## src/shared/arc_pkg.sv

```systemverilog
// Package with register map, field layout and reset values of the result comparator.
`default_nettype none

package arc_pkg;

    // ------------------------------------------------------------------
    // Register offsets.
    // ------------------------------------------------------------------
    localparam logic [7:0]  CTRL_OFFSET     = 8'h18;  // Comparator control register.
    localparam logic [7:0]  IRQ_STAT_OFFSET = 8'h40;  // Sticky event status.
    localparam logic [7:0]  IRQ_MASK_OFFSET = 8'h44;  // Event mask.
    localparam logic [7:0]  MATCH_CNT_OFFSET = 8'h48; // Internal match counter, read only.

    // ------------------------------------------------------------------
    // Field positions of the control register.
    // ------------------------------------------------------------------
    localparam int EN_BIT    = 0;   // Compare enable.
    localparam int IE_BIT    = 1;   // Match interrupt enable.
    localparam int COND_BIT  = 2;   // Condition select.
    localparam int FLAG_BIT  = 7;   // Match flag.
    localparam int TGT_LSB   = 8;   // Match count target, low bit.
    localparam int TGT_MSB   = 11;  // Match count target, high bit.
    localparam int THR_LSB   = 16;  // Threshold, low bit.
    localparam int THR_MSB   = 31;  // Threshold, high bit.

    // ------------------------------------------------------------------
    // Widths and reset values.
    // ------------------------------------------------------------------
    localparam int          ADDR_W    = 8;
    localparam int          DATA_W    = 32;
    localparam int          RES_W     = 16;
    localparam int          CNT_W     = 5;       // Holds target plus one up to 16.
    localparam logic [31:0] CTRL_RST  = 32'h0000_0000;
    localparam logic [1:0]  EVT_RST   = 2'h0;    // Bit 0 match, bit 1 lost result.
    localparam logic [4:0]  CNT_ZERO  = 5'h00;
    localparam logic [4:0]  CNT_ONE   = 5'h01;

    // Comparator state.
    typedef enum logic [1:0] {
        ST_IDLE  = 2'b01,
        ST_ARMED = 2'b10
    } arc_state_t;

endpackage : arc_pkg

`default_nettype wire

```

## src/core/arc_match_test.sv

```systemverilog
// Combinational match test of one converter result against the threshold.
`default_nettype none

module arc_match_test (
    // Operands.
    input  wire logic [15:0] result,      // Result leaving the FIFO.
    input  wire logic [15:0] threshold,   // Programmed threshold.
    input  wire logic        cond_ge,     // 1 selects greater-or-equal.
    // Outcome.
    output logic             hit          // Result meets the selected condition.
);

    // --------------------------------------------------------------------
    // Condition select.
    // --------------------------------------------------------------------
    // Unsigned compare; the converter delivers unsigned codes.
    always_comb begin
        if (cond_ge) begin
            hit = (result >= threshold);
        end else begin
            hit = (result < threshold);
        end
    end

endmodule : arc_match_test

`default_nettype wire

```

## src/core/arc_result_comparator.sv

```systemverilog
// Result comparator: threshold test, match counting, flag, interrupt and register port.
//
// The address-and-strobe port was left to the implementer.
`default_nettype none

module arc_result_comparator (
    // Clock and reset.
    input  wire logic        clk,          // 40 MHz peripheral clock.
    input  wire logic        rst_b,        // Asynchronous active-low reset.
    // Converter result FIFO output.
    input  wire logic        res_valid,    // A result leaves the FIFO this cycle.
    input  wire logic [15:0] res_data,     // Result value.
    // Register port.
    input  wire logic [7:0]  reg_addr,     // Byte address.
    input  wire logic [31:0] reg_wdata,    // Write data.
    input  wire logic        reg_wr,       // Write strobe.
    input  wire logic        reg_rd,       // Read strobe.
    output logic      [31:0] reg_rdata,    // Read data, cycle after the strobe.
    // Interrupts.
    output logic             match_irq,    // Compare interrupt request, level.
    output logic             evt_irq       // Masked status interrupt, level.
);

    // --------------------------------------------------------------------
    // Reset release.
    // --------------------------------------------------------------------
    logic rst_s1_q;  // First stage, read only by the second.
    logic rst_s2_q;  // Released reset for the rest of the design.

    // Assert asynchronously, release through two flip-flops.
    always_ff @(posedge clk or negedge rst_b) begin
        if (!rst_b) begin
            rst_s1_q <= 1'b0;
            rst_s2_q <= 1'b0;
        end else begin
            rst_s1_q <= 1'b1;
            rst_s2_q <= rst_s1_q;
        end
    end

    wire logic rst_n = rst_s2_q;  // Internal active-low reset.

    // --------------------------------------------------------------------
    // Register state.
    // --------------------------------------------------------------------
    logic [15:0]            thr_q,  thr_d;   // Threshold value.
    logic [3:0]             tgt_q,  tgt_d;   // Match count target.
    logic                   flag_q, flag_d;  // Match flag.
    logic                   cond_q, cond_d;  // Condition select.
    logic                   ie_q,   ie_d;    // Match interrupt enable.
    logic                   en_q,   en_d;    // Compare enable.
    logic [4:0]             cnt_q,  cnt_d;   // Internal match counter.
    logic [1:0]             stat_q, stat_d;  // Sticky event status.
    logic [1:0]             mask_q, mask_d;  // Event mask.
    logic [31:0]            rd_q,   rd_d;    // Read data register.
    logic                   mirq_q, mirq_d;  // Match interrupt output.
    logic                   eirq_q, eirq_d;  // Event interrupt output.
    arc_pkg::arc_state_t    st_q,   st_d;    // Comparator state.

    logic hit;  // Current result meets the condition.

    // Threshold test lives in its own leaf.
    arc_match_test u_test (
        .result    (res_data),
        .threshold (thr_q),
        .cond_ge   (cond_q),
        .hit       (hit)
    );

    // Decodes a register address.
    function automatic logic is_addr(input logic [7:0] a, input logic [7:0] off);
        return (a == off);
    endfunction : is_addr

    wire logic wr_ctrl = reg_wr && is_addr(reg_addr, arc_pkg::CTRL_OFFSET);
    wire logic flag_clr = wr_ctrl && reg_wdata[arc_pkg::FLAG_BIT];
    wire logic compare  = (st_q == arc_pkg::ST_ARMED) && res_valid && en_q;
    wire logic match    = compare && hit;
    // The flag sets when the count would reach target plus one.
    wire logic reach    = match && ((cnt_q + arc_pkg::CNT_ONE) == ({1'b0, tgt_q} + arc_pkg::CNT_ONE));
    // A match while the flag is already set, with no flag clear written in the same cycle, is counted as lost.
    wire logic lost     = match && flag_q && !flag_clr;

    // --------------------------------------------------------------------
    // Next-state logic.
    // --------------------------------------------------------------------
    // Flag set wins over a clear in the same cycle, so no event is lost.
    always_comb begin
        thr_d  = thr_q;
        tgt_d  = tgt_q;
        cond_d = cond_q;
        ie_d   = ie_q;
        en_d   = en_q;
        mask_d = mask_q;
        st_d   = st_q;
        cnt_d  = cnt_q;
        flag_d = flag_q;
        stat_d = stat_q;
        rd_d   = 32'h0000_0000;
        // Software writes.
        if (wr_ctrl) begin
            thr_d  = reg_wdata[arc_pkg::THR_MSB:arc_pkg::THR_LSB];
            tgt_d  = reg_wdata[arc_pkg::TGT_MSB:arc_pkg::TGT_LSB];
            cond_d = reg_wdata[arc_pkg::COND_BIT];
            ie_d   = reg_wdata[arc_pkg::IE_BIT];
            en_d   = reg_wdata[arc_pkg::EN_BIT];
        end
        if (reg_wr && is_addr(reg_addr, arc_pkg::IRQ_MASK_OFFSET)) begin
            mask_d = reg_wdata[1:0];
        end
        if (reg_wr && is_addr(reg_addr, arc_pkg::IRQ_STAT_OFFSET)) begin
            stat_d = stat_q & ~reg_wdata[1:0];  // Write one to clear.
        end
        // State follows the enable bit.
        case (st_q)
            arc_pkg::ST_IDLE:  if (en_q) begin
                st_d = arc_pkg::ST_ARMED;
            end
            arc_pkg::ST_ARMED: if (!en_q) begin
                st_d = arc_pkg::ST_IDLE;
            end
            default:           st_d = arc_pkg::ST_IDLE;
        endcase
        // Counting.
        if (!en_q || flag_clr) begin
            cnt_d = arc_pkg::CNT_ZERO;
        end
        if (match) begin
            if (reach) begin
                cnt_d = arc_pkg::CNT_ZERO;  // Restart after a hit of the target.
            end else if (!flag_clr) begin
                cnt_d = cnt_q + arc_pkg::CNT_ONE;
            end else begin
                cnt_d = arc_pkg::CNT_ONE;
            end
        end
        // Flag.
        if (flag_clr) begin
            flag_d = 1'b0;
        end
        if (reach) begin
            flag_d = 1'b1;
        end
        // Sticky events: set wins over clear.
        if (reach) begin
            stat_d[0] = 1'b1;
        end
        if (lost) begin
            stat_d[1] = 1'b1;
        end
        // Read data.
        if (reg_rd) begin
            if (is_addr(reg_addr, arc_pkg::CTRL_OFFSET)) begin
                rd_d = {thr_q, 4'h0, tgt_q, flag_q, 4'h0, cond_q, ie_q, en_q};
            end else if (is_addr(reg_addr, arc_pkg::IRQ_STAT_OFFSET)) begin
                rd_d = {30'h0000_0000, stat_q};
            end else if (is_addr(reg_addr, arc_pkg::IRQ_MASK_OFFSET)) begin
                rd_d = {30'h0000_0000, mask_q};
            end else if (is_addr(reg_addr, arc_pkg::MATCH_CNT_OFFSET)) begin
                rd_d = {27'h000_0000, cnt_q};
            end
        end
        mirq_d = flag_d && ie_d;
        eirq_d = |(stat_d & mask_d);
    end

    // --------------------------------------------------------------------
    // State registers.
    // --------------------------------------------------------------------
    always_ff @(posedge clk or negedge rst_n) begin
        if (!rst_n) begin
            thr_q  <= arc_pkg::CTRL_RST[arc_pkg::THR_MSB:arc_pkg::THR_LSB];
            tgt_q  <= arc_pkg::CTRL_RST[arc_pkg::TGT_MSB:arc_pkg::TGT_LSB];
            flag_q <= arc_pkg::CTRL_RST[arc_pkg::FLAG_BIT];
            cond_q <= arc_pkg::CTRL_RST[arc_pkg::COND_BIT];
            ie_q   <= arc_pkg::CTRL_RST[arc_pkg::IE_BIT];
            en_q   <= arc_pkg::CTRL_RST[arc_pkg::EN_BIT];
            cnt_q  <= arc_pkg::CNT_ZERO;
            stat_q <= arc_pkg::EVT_RST;
            mask_q <= arc_pkg::EVT_RST;
            rd_q   <= 32'h0000_0000;
            mirq_q <= 1'b0;
            eirq_q <= 1'b0;
            st_q   <= arc_pkg::ST_IDLE;
        end else begin
            thr_q  <= thr_d;
            tgt_q  <= tgt_d;
            flag_q <= flag_d;
            cond_q <= cond_d;
            ie_q   <= ie_d;
            en_q   <= en_d;
            cnt_q  <= cnt_d;
            stat_q <= stat_d;
            mask_q <= mask_d;
            rd_q   <= rd_d;
            mirq_q <= mirq_d;
            eirq_q <= eirq_d;
            st_q   <= st_d;
        end
    end

    assign reg_rdata = rd_q;
    assign match_irq = mirq_q;
    assign evt_irq   = eirq_q;
endmodule : arc_result_comparator

`default_nettype wire

```

## config.mk

```make
export PLATFORM = sky130hd
export DESIGN_NAME = arc_result_comparator
export DESIGN_NICKNAME = d
export VERILOG_FILES = /design/src/shared/arc_pkg.sv /design/src/core/arc_match_test.sv /design/src/core/arc_result_comparator.sv
export SDC_FILE = /design/constraint.sdc
export NUM_CORES = 1
export LEC_CHECK = 0
export BUFFER_PORTS_ARGS = -buffer_cell sky130_fd_sc_hd__buf_4
export CORE_MARGIN = 3
export CORE_UTILIZATION = 50
export CTS_BUF_LIST = sky130_fd_sc_hd__clkbuf_8
export CTS_CLUSTER_DIAMETER = 60
export DETAILED_ROUTE_END_ITERATION = 8
export PLACE_DENSITY = 0.79
export SYNTH_ARGS = -nofsm -noshare
export SYNTH_HDL_FRONTEND = slang
export SYNTH_SLANG_ARGS = --single-unit
export TNS_END_PERCENT = 100
```

## constraint.sdc

```tcl
create_clock -name clk -period 2.65 [get_ports clk]
set_clock_uncertainty 0.15 [all_clocks]
set_input_delay 0.6625 -clock clk [delete_from_list [all_inputs] [get_ports clk]]
set_output_delay 0.6625 -clock clk [all_outputs]
set_load 0.01 [all_outputs]
```

======== Word-level counts from Yosys, hierarchy flattened ========
Cells that the tools add are included.
word-level totals
  flip-flop bits (word level) ............. 71
  output and inout port bits .............. 34
operators by class
  add/sub/neg operators ................... 2
  order comparisons ....................... 2
  equal/unequal tests ..................... 9
  mux-type cells .......................... 20
  bitwise gates (word level) .............. 3
  reduce and logical (&&, ||, !) cells .... 17
operator list
  kind                                           number
  2-to-1 mux 32 bit                              2
  2-to-1 mux 5 bit                               7
  == test 8 x 7 -> 1 bit, second input constant  3
  greater-or-equal comparator 16 bit             1
  less-than comparator 16 bit                    1
  logical AND 1 bit                              11
  == test 8 x 5 -> 1 bit, second input constant  1
  2-to-1 mux 2 bit                               4
  2-to-1 mux 1 bit                               6
  adder 4 x 1 -> 5 bit, second input constant    1
  adder 5 x 1 -> 5 bit, second input constant    1
  == test 5 bit                                  1
  AND 2 bit                                      2
  inequality test 2 bit, second input constant   2
  case mux 2 bit (2 select lines)                1
  == test 2 x 1 -> 1 bit, second input constant  1
  == test 2 bit, second input constant           1
  logical NOT 1 bit                              2
  NOT 2 bit                                      1
  AND reduction 2 bit                            1
  nonzero test 2 bit                             1
  OR reduction 2 bit                             1
  logical OR 1 bit                               1

======== Depth between registers and ports, before layout ========
  depth after elaboration ................. 9
  mapped depth ............................ 9
  depth with buffers taken out ............ 9

======== Hierarchy ========
Synthesis repeated with hierarchy kept, for this count alone.
unflattened totals
  cell total of the unflattened synthesis .. 262
  area total of the unflattened synthesis .. 3124.2 µm²
modules (own cells, without submodules)
  module                 times used  cells an instance  area each (µm²)
  arc_result_comparator  1           201                2695.1
  arc_match_test         1           61                 429.2

======== Worst setup path after synthesis ========
Ideal clock, no wire load.
  path kind ............................... input port to flip-flop
  from .................................... input res_data[15]
  to ...................................... register cnt_q[1]
  arrival ................................. 2413 ps
  path slack .............................. -34 ps
  cell stages on the path ................. 8
  buffers on the path ..................... 0
  cell sequence ........................... ha_1 -> nand4_2 -> nor4_2 -> a21bo_1 -> nand4_1 -> mux2i_1 -> nor2_1 -> a32o_1
on the way
  longest elaborated chain between the ends .. 6
  elaborated cells on any way between the ends .. 8
  those cells by class .................... 2 x order compare; 3 x mux; 3 x reduce/logical
ends and longest elaborated chain
  element                                                                                   line                                        source
  start: declaration                                                                        arc_result_comparator.sv:12                 input wire logic [15:0] res_data,
  less-than comparator 16 bit / greater-or-equal comparator 16 bit (equally long branches)  arc_match_test.sv:21, arc_match_test.sv:19
  2-to-1 mux 1 bit (*)                                                                      arc_match_test.sv:18                        if (cond_ge) begin
  logical AND 1 bit (*)                                                                     arc_result_comparator.sv:78                 wire logic match = compare && hit;
  logical AND 1 bit                                                                         arc_result_comparator.sv:80                 wire logic reach = match && ((cnt_q + arc_pkg::CNT_ONE) == ({1'b0, tgt_q} + arc_pkg::CNT_ONE));
  2-to-1 mux 5 bit                                                                          arc_result_comparator.sv:129                if (reach) begin
  2-to-1 mux 5 bit                                                                          arc_result_comparator.sv:128                if (match) begin
  end signal: assignment                                                                    arc_result_comparator.sv:178                cnt_q <= arc_pkg::CNT_ZERO;
  end signal: assignment                                                                    arc_result_comparator.sv:192                cnt_q <= cnt_d;
  end: declaration                                                                          arc_result_comparator.sv:52                 logic [4:0] cnt_q, cnt_d;
Every way passes the cells marked *; elsewhere a longest branch is shown, timed or not.
A chain may end at the register's enable or synchronous reset.

======== Worst setup path after layout ========
  from .................................... input res_data[8]
  to ...................................... register cnt_q[3]
Same word-level chain as after synthesis.

==> metrics <==
outcome=complete, no violations; via count=2388; Reg2Reg Setup Slack=110 ps; CTS Buf Count=9; Synth cell types=50; global-route wire length before repair=11.9 mm; H-tree depth reported by CTS=3; max_cap viols=0; R2R Path End=cnt_q[3]$_DFFE_PN0P_; WL/cell=15.9 um; Mapped Cells=271; Tot GR Track Use=20.7%; flop and latch count out of synthesis=65; multi-input logic area=0.00149 sq mm; arrival time worst endpoint=2630 ps; placement row count=28; clock tree from TritonCTS=yes; fin. max-slew vios=0; largest net degree at the start of global routing=40; initial antenna violation count=0; Async SR Flop Fraction=100%; net count reported at finish=453; ratio of final minimum period to clock period=96.0%; Sw Share=24.9%; endpoints failing setup=0; Clk pin slew, worst setup/hold paths=70 ps; worst min path class=reg -> reg; Worst R2R Path Depth=10; worst path bufs/invs=2; delay of the slowest critical-path stage=310 ps; P per Cell Area=479 mW/mm^2; Min Hold Slack=212 ps; ys flop type=dfrtp_1; Crit path max-delay family=simple AND/OR/NAND/NOR gates; Leakage=2.20 nW; sequential cell area fraction in the yosys report=50.6%; Core Area=0.00606 sq mm; DRT Wirelength=7.20 mm; layout filler cell count=463; grt total ovfl=0; HP Start=rst_s1_q$_DFF_PN0_; Int Power=1.52 mW; Worst EP required=2730 ps; Root Buffer=clkbuf_8; Flop pwr share=51.3%; worst-path fanout max=5; RR Startpoint=thr_q[5]$_DFFE_PN0P_; Clock power frac=37.6%; Synth warnings=0; Initial Util=53.1%; crit start category=input pin; Final Power=2.03 mW; worst-margin pin slew=869 ps; Psw=0.504 mW; CP startpoint=res_data[8]; WP depth=10; worst skew pair latency=340 ps; Post-Syn Area=0.00322 sq mm; relative slew slack=42.1%; RSZ-0062 raised after global routing=false; Port Buf Inserts=80; drt pass-1 iters=4; Routed Antenna Nets=0; EDFF count, synth=0; clk sinks=65; vias in the first global route=2507; register area=0.00163 sq mm; Mean Syn Cell Area=11.9 sq um; Die X=86.2 um; GPL Wtd Cong=0.814; Final Critical Period=2540 ps; DRC=0; diode count=0; Post-DP HPWL=5.39 mm; final hold viol count=0; cells along the critical path=buf_4 > ha_1 > nand4_1 > nor4_4 > a21bo_1 > nand4_1 > mux2i_2 > buf_4 > a2111oi_0 > a21o_1; first-iteration detailed-routing DRC count=103; die area=0.00743 sq mm; CP Capture Type=flop; die height=86.2 um; io pins=95; CP endpoint=cnt_q[3]$_DFFE_PN0P_; slowest CP cell=nor4_4; DR vias/cell=5.26; Logic pwr share=11.0%; Syn-to-layout area delta=31.6%; Max Buffers Root-to-Sink=2; critical path type=in -> reg; layout cells sized above 1=40.9%; achievable frequency=0.393 GHz; Max VDD drop=0.000381 V
## metrics by stage
| stage | area, sq um | util, % | setup TNS, ps | setup slack (ps) | cells |
|---|---|---|---|---|---|
| floorplan | 3240 | - | 0 | 5.75 | 276 |
| global placement | 3990 | 65.8 | -1700 | -216 | 436 |
| detailed placement | 3990 | 65.8 | -2300 | -270 | 436 |
| CTS | 4180 | 69.0 | 0 | 46.7 | 453 |
| global route | 4230 | 69.8 | 0 | 17.6 | 454 |
| finish | 4230 | 69.8 | 0 | 106 | 454 |
## metal layers
layer  global-route usage [%]  up-vias  part of all wire, %  wire [um]
met5                        0        -                    0          0
li1                         -     1138                    -          -
met4                     6.52        0                  1.2         90
met3                     5.89       10                  5.8        421
met2                     36.1       78                   52       3750
met1                     24.9     1162                   41       2930
## power groups by stage
stage / Combinational, mW / Clock (mW) / Sequential, mW
after floorplan: 0.113 / 0 / 1.06
after global placement: 0.206 / 0 / 1.06
after detailed placement: 0.213 / 0 / 1.06
after CTS: 0.216 / 0.786 / 1.04
after global routing: 0.247 / 0.838 / 1.04
final: 0.224 / 0.762 / 1.04
## cells by family after synthesis
kind of cell               synth area share, %
and+or+nand+nor                           15.3
adders and majority gates                 7.00
DFF                                       50.6
buffers and inverters                     5.14
muxes                                     12.1
AOI/OAI and AO/OA                         7.16
other                                    0.234
xor gates and xnor gates                  2.45
## how the worst min path moves through the flow
stage | slack, ps | cells after the start | end
floorplan | 180 | 0 | rst_n$_DFF_PN0_
finish | 210 | 0 | rst_n$_DFF_PN0_
CTS | 220 | 0 | rst_n$_DFF_PN0_
global placement | 190 | 0 | rst_n$_DFF_PN0_
global route | 230 | 0 | rst_n$_DFF_PN0_
detailed placement | 200 | 0 | rst_n$_DFF_PN0_
## cell type report
class	instances	area share [%]
clock buffers	11	3.58
clock inverters	5	0.739
inverters	23	2.04
multi-input cells	177	35.2
flip-flops and latches	65	38.5
well taps	75	2.22
repair buffers	98	17.7
## cells in the mapped netlist (3+ instances only)
master | count | area (sq um)
mux2_2 | 3 | 33.8
and3_1 | 8 | 50.1
clkbuf_1 | 3 | 11.3
mux2_4 | 21 | 315
nand2_1 | 14 | 52.6
buf_4 | 6 | 45.0
nor2b_1 | 3 | 18.8
inv_1 | 23 | 86.3
xnor2_1 | 5 | 43.8
nand3_1 | 4 | 20.0
nor3_1 | 18 | 90.1
xor2_1 | 4 | 35.0
mux2i_1 | 4 | 40.0
nand2b_1 | 5 | 31.3
a21oi_1 | 9 | 45.0
dfrtp_1 | 64 | 1600
nor2_1 | 11 | 41.3
ha_1 | 18 | 225
o21ai_0 | 5 | 25.0
nand4_1 | 3 | 18.8
## cells in the final DEF (no fill, tap or decap), types with 3 or more instances in the layout
| cell type | count |
|---|---|
| nor2_1 | 11 |
| a21oi_1 | 9 |
| nor3_1 | 18 |
| mux2_2 | 3 |
| xnor2_1 | 4 |
| conb_1 | 7 |
| o21ai_0 | 5 |
| inv_1 | 24 |
| ha_1 | 16 |
| nand4_1 | 3 |
| nand3_1 | 4 |
| nand2_1 | 14 |
| mux2i_1 | 3 |
| mux2_4 | 21 |
| clkbuf_8 | 11 |
| nand2b_1 | 5 |
| and3_1 | 8 |
| dfrtp_1 | 63 |
| nor2b_1 | 3 |
| clkinvlp_4 | 3 |
| buf_4 | 96 |
| xor2_1 | 4 |
## registers in the layout, summed over array words and instances (netlist names)
signal and cells:
cnt_q 5, cond_q 1, en_q 1, evt_irq 1, flag_q 1, ie_q 1
mask_q 2, match_irq 1, reg_rdata 26, rst_n 1, rst_s1_q 1, st_q 2
stat_q 2, tgt_q 4, thr_q 16
## repair_timing
action / in CTS / in global routing
gates resized for setup: 0 / 5
hold endpoints to repair: 2 / 0
endpoints found under the setup margin: 0 / 9
buffers inserted: 0 / 1
hold buffers: 1 / 0
(Power assumes the default switching activity.)
